==> config.mk <==
export PLATFORM = sky130hd
export DESIGN_NAME = ahl_responder
export DESIGN_NICKNAME = d
export VERILOG_FILES = /design/src/ahl_pkg.sv /design/src/ahl_fifo.sv /design/src/ahl_uart.sv /design/src/ahl_responder.sv
export SDC_FILE = /design/constraint.sdc
export NUM_CORES = 1
export LEC_CHECK = 0
export BUFFER_PORTS_ARGS = -buffer_cell sky130_fd_sc_hd__buf_2
export CAP_MARGIN = 20
export CORE_ASPECT_RATIO = 0.7
export CORE_MARGIN = 1.5
export CORE_UTILIZATION = 60
export DETAILED_ROUTE_END_ITERATION = 10
export GPL_TIMING_DRIVEN = 0
export PLACE_DENSITY_LB_ADDON = 0.15
export SYNTH_ARGS = -nofsm -noshare
export SYNTH_HDL_FRONTEND = slang
export SYNTH_HIERARCHICAL = 1
export SYNTH_SLANG_ARGS = --single-unit
==> constraint.sdc <==
create_clock -name mclk_in -period 7.35 [get_ports mclk_in]
set_input_delay 1.47 -clock mclk_in [delete_from_list [all_inputs] [get_ports mclk_in]]
set_output_delay 1.47 -clock mclk_in [all_outputs]
set_load 0.1 [all_outputs]
==> src/ahl_pkg.sv <==
// Shared constants, frame carrier and ASCII helpers for the host-link responder.
// Assumes a single 25 MHz clock and a byte-wide serial link with no parity.
package ahl_pkg;

    // Clock and serial timing
    localparam int CLK_HZ = 25_000_000;
    localparam int BAUD_RATE = 38400;
    localparam int DATA_BITS = 8;
    localparam int STOP_BITS = 1;
    localparam int BIT_CYCLES = CLK_HZ / BAUD_RATE;
    localparam int CNT_W = 16;
    localparam logic [3:0] RX_STOP_BIT = 4'(DATA_BITS + 1);
    localparam logic [3:0] TX_LAST_BIT = 4'(DATA_BITS + STOP_BITS);

    // Control characters
    localparam logic [7:0] CHR_ENQ = 8'h05;
    localparam logic [7:0] CHR_STAR = 8'h2A;
    localparam logic [7:0] CHR_CR = 8'h0D;

    // Command and error headers
    localparam logic [7:0] HDR_READ_IN0 = 8'h52;
    localparam logic [7:0] HDR_READ_IN1 = 8'h49;
    localparam logic [7:0] HDR_WRITE_OUT0 = 8'h57;
    localparam logic [7:0] HDR_WRITE_OUT1 = 8'h4F;
    localparam logic [7:0] HDR_ERR0 = 8'h45;
    localparam logic [7:0] HDR_ERR1 = 8'h52;

    // Payload sizes in hex characters, reply lengths in bytes
    localparam logic [2:0] HEX_READ = 3'h2;
    localparam logic [2:0] HEX_WRITE = 3'h4;
    localparam logic [2:0] HEX_MAX = 3'h4;
    localparam int REPLY_MAX = 6;
    localparam logic [2:0] LEN_READ = 3'h6;
    localparam logic [2:0] LEN_SHORT = 3'h4;

    // Buffer geometry
    localparam int FIFO_WIDTH = 8;
    localparam int FIFO_DEPTH = 8;

    // Received command frame as collected
    typedef struct packed {
        logic [7:0] hdr0;
        logic [7:0] hdr1;
        logic [15:0] arg;
        logic [2:0] nhex;
        logic [1:0] nhdr;
        logic bad;
    } ahl_frame_t;

    // Nibble to upper-case ASCII hex digit
    function automatic logic [7:0] hex_chr(input logic [3:0] n);
        hex_chr = (n < 4'hA) ? (8'h30 + {4'h0, n}) : (8'h37 + {4'h0, n});
    endfunction : hex_chr

    // ASCII hex digit to {valid, nibble}; either letter case accepted
    function automatic logic [4:0] hex_dec(input logic [7:0] c);
        hex_dec = 5'h00;
        if (c >= 8'h30 && c <= 8'h39) begin
            hex_dec = {1'b1, c[3:0]};
        end else if ((c >= 8'h41 && c <= 8'h46) || (c >= 8'h61 && c <= 8'h66)) begin
            hex_dec = {1'b1, c[3:0] + 4'h9};
        end
    endfunction : hex_dec

endpackage : ahl_pkg

==> src/ahl_fifo.sv <==
// Small synchronous FIFO with valid/ready on both sides.
// Assumes one clock; full and empty are exact, no word is overwritten.
`timescale 1ns/1ns
module ahl_fifo #(
    parameter int WIDTH = ahl_pkg::FIFO_WIDTH,
    parameter int DEPTH = ahl_pkg::FIFO_DEPTH
) (
    // Clock and reset
    input wire logic mclk_in,
    input wire logic srst_in,
    // Fill side
    input wire logic [WIDTH-1:0] in_data_in,
    input wire logic in_valid_in,
    output logic in_ready_out,
    // Drain side
    output logic [WIDTH-1:0] out_data_out,
    output logic out_valid_out,
    input wire logic out_ready_in
);
    localparam int AW = $clog2(DEPTH);

    logic [WIDTH-1:0] mem [0:DEPTH-1];
    logic [AW-1:0] wr_ptr;
    logic [AW-1:0] rd_ptr;
    logic [AW:0] count;
    logic push;
    logic pop;

    // Handshakes; a full buffer holds the producer back
    assign in_ready_out = (count != (AW+1)'(DEPTH));
    assign out_valid_out = (count != '0);
    assign push = in_valid_in && in_ready_out;
    assign pop = out_valid_out && out_ready_in;
    assign out_data_out = mem[rd_ptr];

    // Storage has no reset; only the pointers and the count carry control state
    always_ff @(posedge mclk_in) begin
        if (push) begin
            mem[wr_ptr] <= in_data_in;
        end
    end

    // Pointers wrap at the depth, which need not be a power of two
    always_ff @(posedge mclk_in) begin
        if (srst_in) begin
            wr_ptr <= '0;
            rd_ptr <= '0;
            count <= '0;
        end else begin
            if (push) begin
                wr_ptr <= (wr_ptr == AW'(DEPTH - 1)) ? '0 : wr_ptr + 1'b1;
            end
            if (pop) begin
                rd_ptr <= (rd_ptr == AW'(DEPTH - 1)) ? '0 : rd_ptr + 1'b1;
            end
            count <= count + (AW+1)'(push) - (AW+1)'(pop);
        end
    end
endmodule : ahl_fifo

==> src/ahl_uart.sv <==
// Byte serial transmitter and receiver, 8 data bits, 1 stop bit, no parity.
// Assumes the receive pin is asynchronous; it is synchronised here.
`timescale 1ns/1ns
module ahl_uart #(
    parameter int BIT_CYCLES = ahl_pkg::BIT_CYCLES
) (
    // Clock and reset
    input wire logic mclk_in,
    input wire logic srst_in,
    // Serial pins
    input wire logic rxd_in,
    output logic txd_out,
    // Transmit byte stream
    input wire logic [7:0] tx_data_in,
    input wire logic tx_valid_in,
    output logic tx_ready_out,
    // Received bytes
    output logic [7:0] rx_data_out,
    output logic rx_valid_out
);
    import ahl_pkg::*;

    localparam logic [CNT_W-1:0] BIT_LAST = CNT_W'(BIT_CYCLES - 1);
    localparam logic [CNT_W-1:0] BIT_HALF = CNT_W'(BIT_CYCLES / 2);

    logic rx_meta;
    logic rx_sync;
    logic rx_busy;
    logic [CNT_W-1:0] rx_cnt;
    logic [3:0] rx_bit;
    logic tx_busy;
    logic [CNT_W-1:0] tx_cnt;
    logic [3:0] tx_bit;
    logic [9:0] tx_shift;

    // Two-stage synchroniser on the receive pin
    always_ff @(posedge mclk_in) begin
        if (srst_in) begin
            rx_meta <= 1'b1;
            rx_sync <= 1'b1;
        end else begin
            rx_meta <= rxd_in;
            rx_sync <= rx_meta;
        end
    end

    // Receiver samples mid-bit; a start glitch shorter than half a bit is dropped
    always_ff @(posedge mclk_in) begin
        if (srst_in) begin
            rx_busy <= 1'b0;
            rx_cnt <= '0;
            rx_bit <= 4'h0;
            rx_data_out <= 8'h00;
            rx_valid_out <= 1'b0;
        end else begin
            rx_valid_out <= 1'b0;
            if (!rx_busy) begin
                if (!rx_sync) begin
                    rx_busy <= 1'b1;
                    rx_cnt <= BIT_HALF;
                    rx_bit <= 4'h0;
                end
            end else if (rx_cnt != '0) begin
                rx_cnt <= rx_cnt - 1'b1;
            end else if (rx_bit == 4'h0) begin
                rx_busy <= !rx_sync;
                rx_bit <= 4'h1;
                rx_cnt <= BIT_LAST;
            end else if (rx_bit != RX_STOP_BIT) begin
                rx_data_out <= {rx_sync, rx_data_out[7:1]};
                rx_bit <= rx_bit + 1'b1;
                rx_cnt <= BIT_LAST;
            end else begin
                rx_busy <= 1'b0;
                rx_valid_out <= rx_sync;
            end
        end
    end

    // Transmitter: start bit, data LSB first, stop bit
    assign tx_ready_out = !tx_busy;
    always_ff @(posedge mclk_in) begin
        if (srst_in) begin
            tx_busy <= 1'b0;
            tx_cnt <= '0;
            tx_bit <= 4'h0;
            tx_shift <= 10'h3FF;
        end else if (!tx_busy) begin
            if (tx_valid_in) begin
                tx_busy <= 1'b1;
                tx_shift <= {1'b1, tx_data_in, 1'b0};
                tx_cnt <= BIT_LAST;
                tx_bit <= 4'h0;
            end
        end else if (tx_cnt != '0) begin
            tx_cnt <= tx_cnt - 1'b1;
        end else if (tx_bit == TX_LAST_BIT) begin
            tx_busy <= 1'b0;
        end else begin
            tx_shift <= {1'b1, tx_shift[9:1]};
            tx_bit <= tx_bit + 1'b1;
            tx_cnt <= BIT_LAST;
        end
    end

    // Registered line driver keeps the pin glitch free; idle level is high
    always_ff @(posedge mclk_in) begin
        if (srst_in) begin
            txd_out <= 1'b1;
        end else begin
            txd_out <= !tx_busy || tx_shift[0];
        end
    end
endmodule : ahl_uart

==> src/ahl_responder.sv <==
// Point-to-point ASCII host-link responder: handshake, frame parse, reply.
// Assumes application inputs are on mclk_in; the serial pin is asynchronous.
// A refused command always gets the error header, a star and a carriage return.
//
// Overview of operation
// - The link runs at 38400 baud, 8 data bits, 1 stop bit, no parity on both ends.
// - A valid command is answered entirely by this logic with no application help.
// - A command frame starts with a two-character header naming the operation.
// - A frame ends with an asterisk followed by a carriage return (13).
// - Numeric payload travels as two hex characters per byte, 00 to FF.
// - The device echoes the Ctrl-E to show it is ready, and the host waits for it.
// - One reply frame follows each complete command and ends the session.
// - An accepted command is answered with its own header, any read data, then the terminator.
// - An unknown header or an illegal command gets an error reply instead.
// - Frames carry no controller address and are accepted without an address check.
`timescale 1ns/1ns
module ahl_responder #(
    parameter int IN_BYTES = 2,
    parameter int OUT_BYTES = 2,
    parameter int BIT_CYCLES = ahl_pkg::BIT_CYCLES
) (
    // Clock and reset
    input wire logic mclk_in,
    input wire logic srst_in,
    // Serial link
    input wire logic rxd_in,
    output logic txd_out,
    // Application data
    input wire logic [IN_BYTES*8-1:0] in_bits_in,
    output logic [OUT_BYTES*8-1:0] out_bits_out,
    // Status
    output logic session_out,
    output logic cmd_ok_out,
    output logic cmd_err_out
);
    import ahl_pkg::*;

    typedef enum {
        ST_IDLE,
        ST_ECHO,
        ST_COLLECT,
        ST_STAR,
        ST_EXEC,
        ST_REPLY,
        ST_DRAIN
    } ahl_state_t;

    // Sequencer state and the frame as it is collected
    ahl_state_t state;
    ahl_frame_t frame;
    // Links to the serial engine and the reply buffer
    logic [7:0] rx_byte;
    logic rx_valid;
    logic [7:0] push_data;
    logic push_valid;
    logic push_ready;
    logic [7:0] tx_data;
    logic tx_valid;
    logic tx_ready;
    // Reply table, its length and the push position
    logic [7:0] reply [0:REPLY_MAX-1];
    logic [2:0] reply_len;
    logic [2:0] reply_idx;
    logic [2:0] push_idx;
    // Decode helpers
    logic [4:0] hex_in;
    logic [7:0] in_sel;
    logic is_read;
    logic is_write;
    logic read_ok;
    logic write_ok;

    // Serial engine, 8 data bits, 1 stop bit, no parity
    // Its receive flag lasts one clock per good byte
    ahl_uart #(
        .BIT_CYCLES(BIT_CYCLES)
    ) u_uart (
        .mclk_in(mclk_in),
        .srst_in(srst_in),
        .rxd_in(rxd_in),
        .txd_out(txd_out),
        .tx_data_in(tx_data),
        .tx_valid_in(tx_valid),
        .tx_ready_out(tx_ready),
        .rx_data_out(rx_byte),
        .rx_valid_out(rx_valid)
    );

    // Reply bytes queue here so the sequencer never waits on each bit time
    // Eight words cover the longest reply with room to spare
    ahl_fifo #(
        .WIDTH(FIFO_WIDTH),
        .DEPTH(FIFO_DEPTH)
    ) u_fifo (
        .mclk_in(mclk_in),
        .srst_in(srst_in),
        .in_data_in(push_data),
        .in_valid_in(push_valid),
        .in_ready_out(push_ready),
        .out_data_out(tx_data),
        .out_valid_out(tx_valid),
        .out_ready_in(tx_ready)
    );

    // Only the echo and the reply are ever pushed
    assign push_valid = (state == ST_ECHO) || (state == ST_REPLY);
    // After the last push of a read reply the index runs one past the table; keep the read inside it
    assign push_idx = (reply_idx < 3'(REPLY_MAX)) ? reply_idx : 3'h0;
    assign push_data = (state == ST_ECHO) ? CHR_ENQ : reply[push_idx];

    // Decode of the received character as a hex digit
    assign hex_in = hex_dec(rx_byte);

    // Input byte selected by the read index
    always_comb begin
        // An index past the inputs reads zero; such a read is refused anyway
        in_sel = 8'h00;
        for (int i = 0; i < IN_BYTES; i++) begin
            if (frame.arg[7:0] == 8'(i)) begin
                in_sel = in_bits_in[i*8 +: 8];
            end
        end
    end

    // Command classification; no address field is looked for
    assign is_read = (frame.hdr0 == HDR_READ_IN0) && (frame.hdr1 == HDR_READ_IN1);
    assign is_write = (frame.hdr0 == HDR_WRITE_OUT0) && (frame.hdr1 == HDR_WRITE_OUT1);
    // Out-of-range channels and wrong payload sizes count as illegal
    assign read_ok = is_read && !frame.bad && (frame.nhex == HEX_READ) &&
                     (frame.arg[7:0] < 8'(IN_BYTES));
    assign write_ok = is_write && !frame.bad && (frame.nhex == HEX_WRITE) &&
                      (frame.arg[15:8] < 8'(OUT_BYTES));

    // Session sequencer, fed one received byte at a time:
    //   idle    - wait for Ctrl-E, drop everything else
    //   echo    - queue the Ctrl-E echo and clear the frame store
    //   collect - header, then hex digits, up to a star
    //   star    - a carriage return closes the frame, another star keeps waiting
    //   exec    - judge the frame, fill the reply table, apply a write
    //   reply   - push the reply bytes into the buffer, one per clock
    //   drain   - wait for the last stop bit before going idle again
    // There is no frame timeout: a host that stops mid-frame leaves the session
    // open until reset, traded for a smaller sequencer.
    always_ff @(posedge mclk_in) begin
        if (srst_in) begin
            state <= ST_IDLE;
        end else begin
            case (state)
                ST_IDLE: begin
                    // Anything but Ctrl-E is dropped here
                    if (rx_valid && rx_byte == CHR_ENQ) begin
                        state <= ST_ECHO;
                    end
                end
                ST_ECHO: begin
                    // The buffer is empty between sessions, so this takes one clock
                    if (push_ready) begin
                        state <= ST_COLLECT;
                    end
                end
                ST_COLLECT: begin
                    // Other bytes go to the frame store below
                    if (rx_valid && rx_byte == CHR_STAR) begin
                        state <= ST_STAR;
                    end
                end
                ST_STAR: begin
                    // A second star keeps waiting for the carriage return
                    if (rx_valid) begin
                        if (rx_byte == CHR_CR) begin
                            state <= ST_EXEC;
                        end else if (rx_byte != CHR_STAR) begin
                            state <= ST_COLLECT;
                        end
                    end
                end
                ST_EXEC: begin
                    // One clock for the reply table and outputs to take the verdict
                    state <= ST_REPLY;
                end
                ST_REPLY: begin
                    // Leave once the last reply byte is in the buffer
                    if (push_ready && reply_idx == reply_len - 3'h1) begin
                        state <= ST_DRAIN;
                    end
                end
                ST_DRAIN: begin
                    // Session closes only once the last stop bit has left
                    if (!tx_valid && tx_ready) begin
                        state <= ST_IDLE;
                    end
                end
                default: begin
                    state <= ST_IDLE;
                end
            endcase
        end
    end

    // Frame collection; a stray star keeps the frame but marks it bad
    always_ff @(posedge mclk_in) begin
        if (srst_in) begin
            frame <= '0;
        end else if (state == ST_ECHO) begin
            frame <= '0;
        end else if (rx_valid && state == ST_STAR && rx_byte != CHR_CR &&
                     rx_byte != CHR_STAR) begin
            frame.bad <= 1'b1;
        end else if (rx_valid && state == ST_COLLECT && rx_byte != CHR_STAR) begin
            // The first two characters are the header, whatever they are
            if (frame.nhdr == 2'h0) begin
                frame.hdr0 <= rx_byte;
                frame.nhdr <= 2'h1;
            end else if (frame.nhdr == 2'h1) begin
                frame.hdr1 <= rx_byte;
                frame.nhdr <= 2'h2;
            end else if (!hex_in[4] || frame.nhex == HEX_MAX) begin
                // A non-hex character or a fifth digit spoils the frame
                frame.bad <= 1'b1;
            end else begin
                frame.arg <= {frame.arg[11:0], hex_in[3:0]};
                frame.nhex <= frame.nhex + 3'h1;
            end
        end
    end

    // Reply assembly, done once per frame
    // Hex digits in a reply are always upper case; unused slots keep old bytes
    always_ff @(posedge mclk_in) begin
        if (srst_in) begin
            for (int i = 0; i < REPLY_MAX; i++) begin
                reply[i] <= 8'h00;
            end
            reply_len <= LEN_SHORT;
        end else if (state == ST_EXEC) begin
            if (read_ok) begin
                reply[0] <= frame.hdr0;
                reply[1] <= frame.hdr1;
                reply[2] <= hex_chr(in_sel[7:4]);
                reply[3] <= hex_chr(in_sel[3:0]);
                reply[4] <= CHR_STAR;
                reply[5] <= CHR_CR;
                reply_len <= LEN_READ;
            end else if (write_ok) begin
                reply[0] <= frame.hdr0;
                reply[1] <= frame.hdr1;
                reply[2] <= CHR_STAR;
                reply[3] <= CHR_CR;
                reply_len <= LEN_SHORT;
            end else begin
                reply[0] <= HDR_ERR0;
                reply[1] <= HDR_ERR1;
                reply[2] <= CHR_STAR;
                reply[3] <= CHR_CR;
                reply_len <= LEN_SHORT;
            end
        end
    end

    // Reply byte index walks while the buffer accepts
    // It restarts at exec so a short reply after a long one starts at zero
    always_ff @(posedge mclk_in) begin
        if (srst_in) begin
            reply_idx <= 3'h0;
        end else if (state == ST_EXEC) begin
            reply_idx <= 3'h0;
        end else if (state == ST_REPLY && push_ready) begin
            reply_idx <= reply_idx + 3'h1;
        end
    end

    // Output update happens at execution, before the reply goes out
    // Only the addressed byte changes; the others hold their value
    always_ff @(posedge mclk_in) begin
        if (srst_in) begin
            out_bits_out <= '0;
        end else if (state == ST_EXEC && write_ok) begin
            for (int i = 0; i < OUT_BYTES; i++) begin
                if (frame.arg[15:8] == 8'(i)) begin
                    out_bits_out[i*8 +: 8] <= frame.arg[7:0];
                end
            end
        end
    end

    // Status flags for the application
    // Verdict pulses last one clock, in step with the output update
    always_ff @(posedge mclk_in) begin
        if (srst_in) begin
            session_out <= 1'b0;
            cmd_ok_out <= 1'b0;
            cmd_err_out <= 1'b0;
        end else begin
            session_out <= (state != ST_IDLE);
            cmd_ok_out <= (state == ST_EXEC) && (read_ok || write_ok);
            cmd_err_out <= (state == ST_EXEC) && !(read_ok || write_ok);
        end
    end
endmodule : ahl_responder

==> reports/metrics.csv <==
metric,value,unit
status,"complete, no violations",
Synth Area per Inst,10.6,um^2
share of layout cells above drive strength 1,0.119,
"Reg clk slew, reported paths",60,ps
CTS tree,built,
share of the synthesized area in the top cell type,0.256,
ys async rst share,0,
final setup fails,0,
post-route setup TNS,0,ps
antenna cells,0,
hpwl dp,17100,um
Setup crit end kind,register,
crit-path max cell delay,600,ps
global-route wire length before repair,39900,um
dpl cells,1339,
required time of the critical path,7710,ps
Die X,166,um
port bufs,38,
htree depth,1,
final hold violations,0,
largest net degree at the start of global routing,21,
Max Clock Freq,0.339,GHz
Vias per Instance,6.09,
top post-synthesis cells by count,"dfxtp_1 (141), edfxtp_1 (95), nor2_1 (77)",
Slew @ Worst Pin,988,ps
grt total ovfl,0,
1st-iter DRT viols,750,
routability cong.,0.906,
Die Ht,117,um
CP max-delay cell,clkbuf_1,
fin crit period,2950,ps
area of the core,18100,um^2
Netlist cell types,86,
Top Ports,39,
synthesis-stage register bit count,236,
clock sinks,236,
"Cell Area, Synth",11200,um^2
Routed WL,24600,um
Routed Antenna Nets,0,
Main synth FF type,dfxtp_1,
TritonRoute pass-1 iters,5,
vias in the first global route,7591,
Clock Path Buffers,3,
DIE AREA,19400,um^2
DR WL/cell,17.8,um
initial antenna violation count,0,
area grow syn2layout,11.3,%
"Cell Area, Placed",11700,um^2
startpoint types,input pin,
Resized Gates After CTS,0,
WHS,420,ps
via count,8407,
fin area,12400,um^2
P_leak,4.50,nW
Post-synth EDFFs,95,
Synth area leader,edfxtp_1,
register area share after synthesis,0.509,
synth top area cells,"edfxtp_1 (26%), dfxtp_1 (25%), mux2i_1 (4.7%), mux4_1 (3.5%), ha_1 (3.0%)",
period utilisation layout,0.401,
worst vdd ir,219,uV
PnR worst setup slack,4400,ps
Initial Util,0.616,
"count leader, synth",dfxtp_1,
Residual DRC,0,
Ys Warns,6,
Rel. slew slack,0.336,
# hold bufs at CTS,0,
CP bufs+invs,4,
Final Power,3.51,mW
max_cap viols,0,
Worst Skew,5.78,ps
All-Layer GR Usage,0.253,
crit path DAT,3300,ps
clk_lat worst skew,500,ps
final cell count without fillers,1380,
CP cell instances,"buf_2, clkbuf_1, clkbuf_1, clkbuf_1, a21oi_1",
"Slew Viols, Final",0,
Most common cell on crit path,clkbuf_1,
Post-CTS Setup Bufs,0,
cts bufs inserted,22,
RSZ-0062 raised after global routing,false,
Pwr Density,283,nW/um^2
worst setup path class,input pin to register,
Clock Root Buffer,clkbuf_16,
worst hold path type,register to register,
Crit Path Max Fanout,13,
final net count,1175,
utilization after layout,0.686,
Core Rows,41,
"worst slack, placed",3930,ps
largest delay contributor family on the critical path,buffers and inverters,
Syn Inst Count,1056,
final timing paths:
kind	from	end	slack [ps]	depth (start not counted)
worst max register to register	u_uart/rx_data_out[0]	frame[31]	4570	8
worst min register to register	u_uart/rx_meta	u_uart/rx_sync	420	1
worst max-delay path	srst_in	u_uart/tx_cnt[0]	4400	5
worst min-delay path	u_uart/rx_meta	u_uart/rx_sync	420	1
per-layer routing:
| layer | wire (um) | global-route usage |
|---|---|---|
| met1 | 11600 | 0.372 |
| met2 | 10600 | 0.391 |
| met3 | 1910 | 0.0508 |
| met4 | 441 | 0.0535 |
| met5 | 0 | 0 |
flip-flops by register name, indices dropped and copies added (netlist names), 3 cells and up, named ones only:
| signal | flops |
|---|---|
| reply_idx | 3 |
| u_uart/rx_cnt | 16 |
| u_uart/rx_data_out | 8 |
| u_uart/tx_shift | 9 |
| u_fifo/wr_ptr | 3 |
| state | 3 |
| u_uart/rx_bit | 4 |
| u_fifo/mem | 64 |
| reply | 32 |
| u_uart/tx_bit | 4 |
| u_fifo/count | 4 |
| u_uart/tx_cnt | 16 |
| frame | 38 |
| out_bits_out | 16 |
| u_fifo/rd_ptr | 3 |
layout by cell type (no fill, tap or decap), types with 16 or more instances in the layout:
master / instances
a211oi_1: 24
a21oi_1: 49
a31oi_1: 22
buf_2: 44
clkbuf_1: 48
clkbuf_16: 24
dfxtp_1: 141
edfxtp_1: 95
ha_1: 27
inv_1: 35
mux2_2: 16
mux2i_1: 52
nand2_1: 71
nand2b_1: 27
nand3_1: 54
nor2_1: 77
nor3_1: 40
o21ai_0: 60
or3_1: 19
logic make-up after synthesis:
group | Yosys count | share of synthesized area
AND/OR/NAND/NOR | 395 | 0.195
flip-flops | 236 | 0.509
AO/OA/AOI/OAI | 211 | 0.121
buffers and inverters | 91 | 0.0350
multiplexers | 84 | 0.100
adder cells (fa/ha/maj) | 28 | 0.0321
XOR/XNOR | 10 | 0.00785
other | 1 | 0.000336
power by group:
part           leakage, nW  internal [mW]  switching [mW]  total, mW
sequential            2.04           1.47          0.0904       1.56
clock                0.348          0.623           0.476       1.10
combinational         2.11          0.338           0.522      0.859
total                 4.50           2.43            1.09       3.51
area by class of cell:
type | count | area [um^2]
Buffer | 58 | 267
Clock buffer | 31 | 657
Clock inverter | 9 | 45.0
Fill cell | 1376 | 5690
Inverter | 33 | 124
Multi-Input combinational cell | 733 | 5110
Sequential cell | 236 | 5680
Tap cell | 236 | 295
Timing Repair Buffer | 44 | 240
Power figures use the tool's default switching activity.
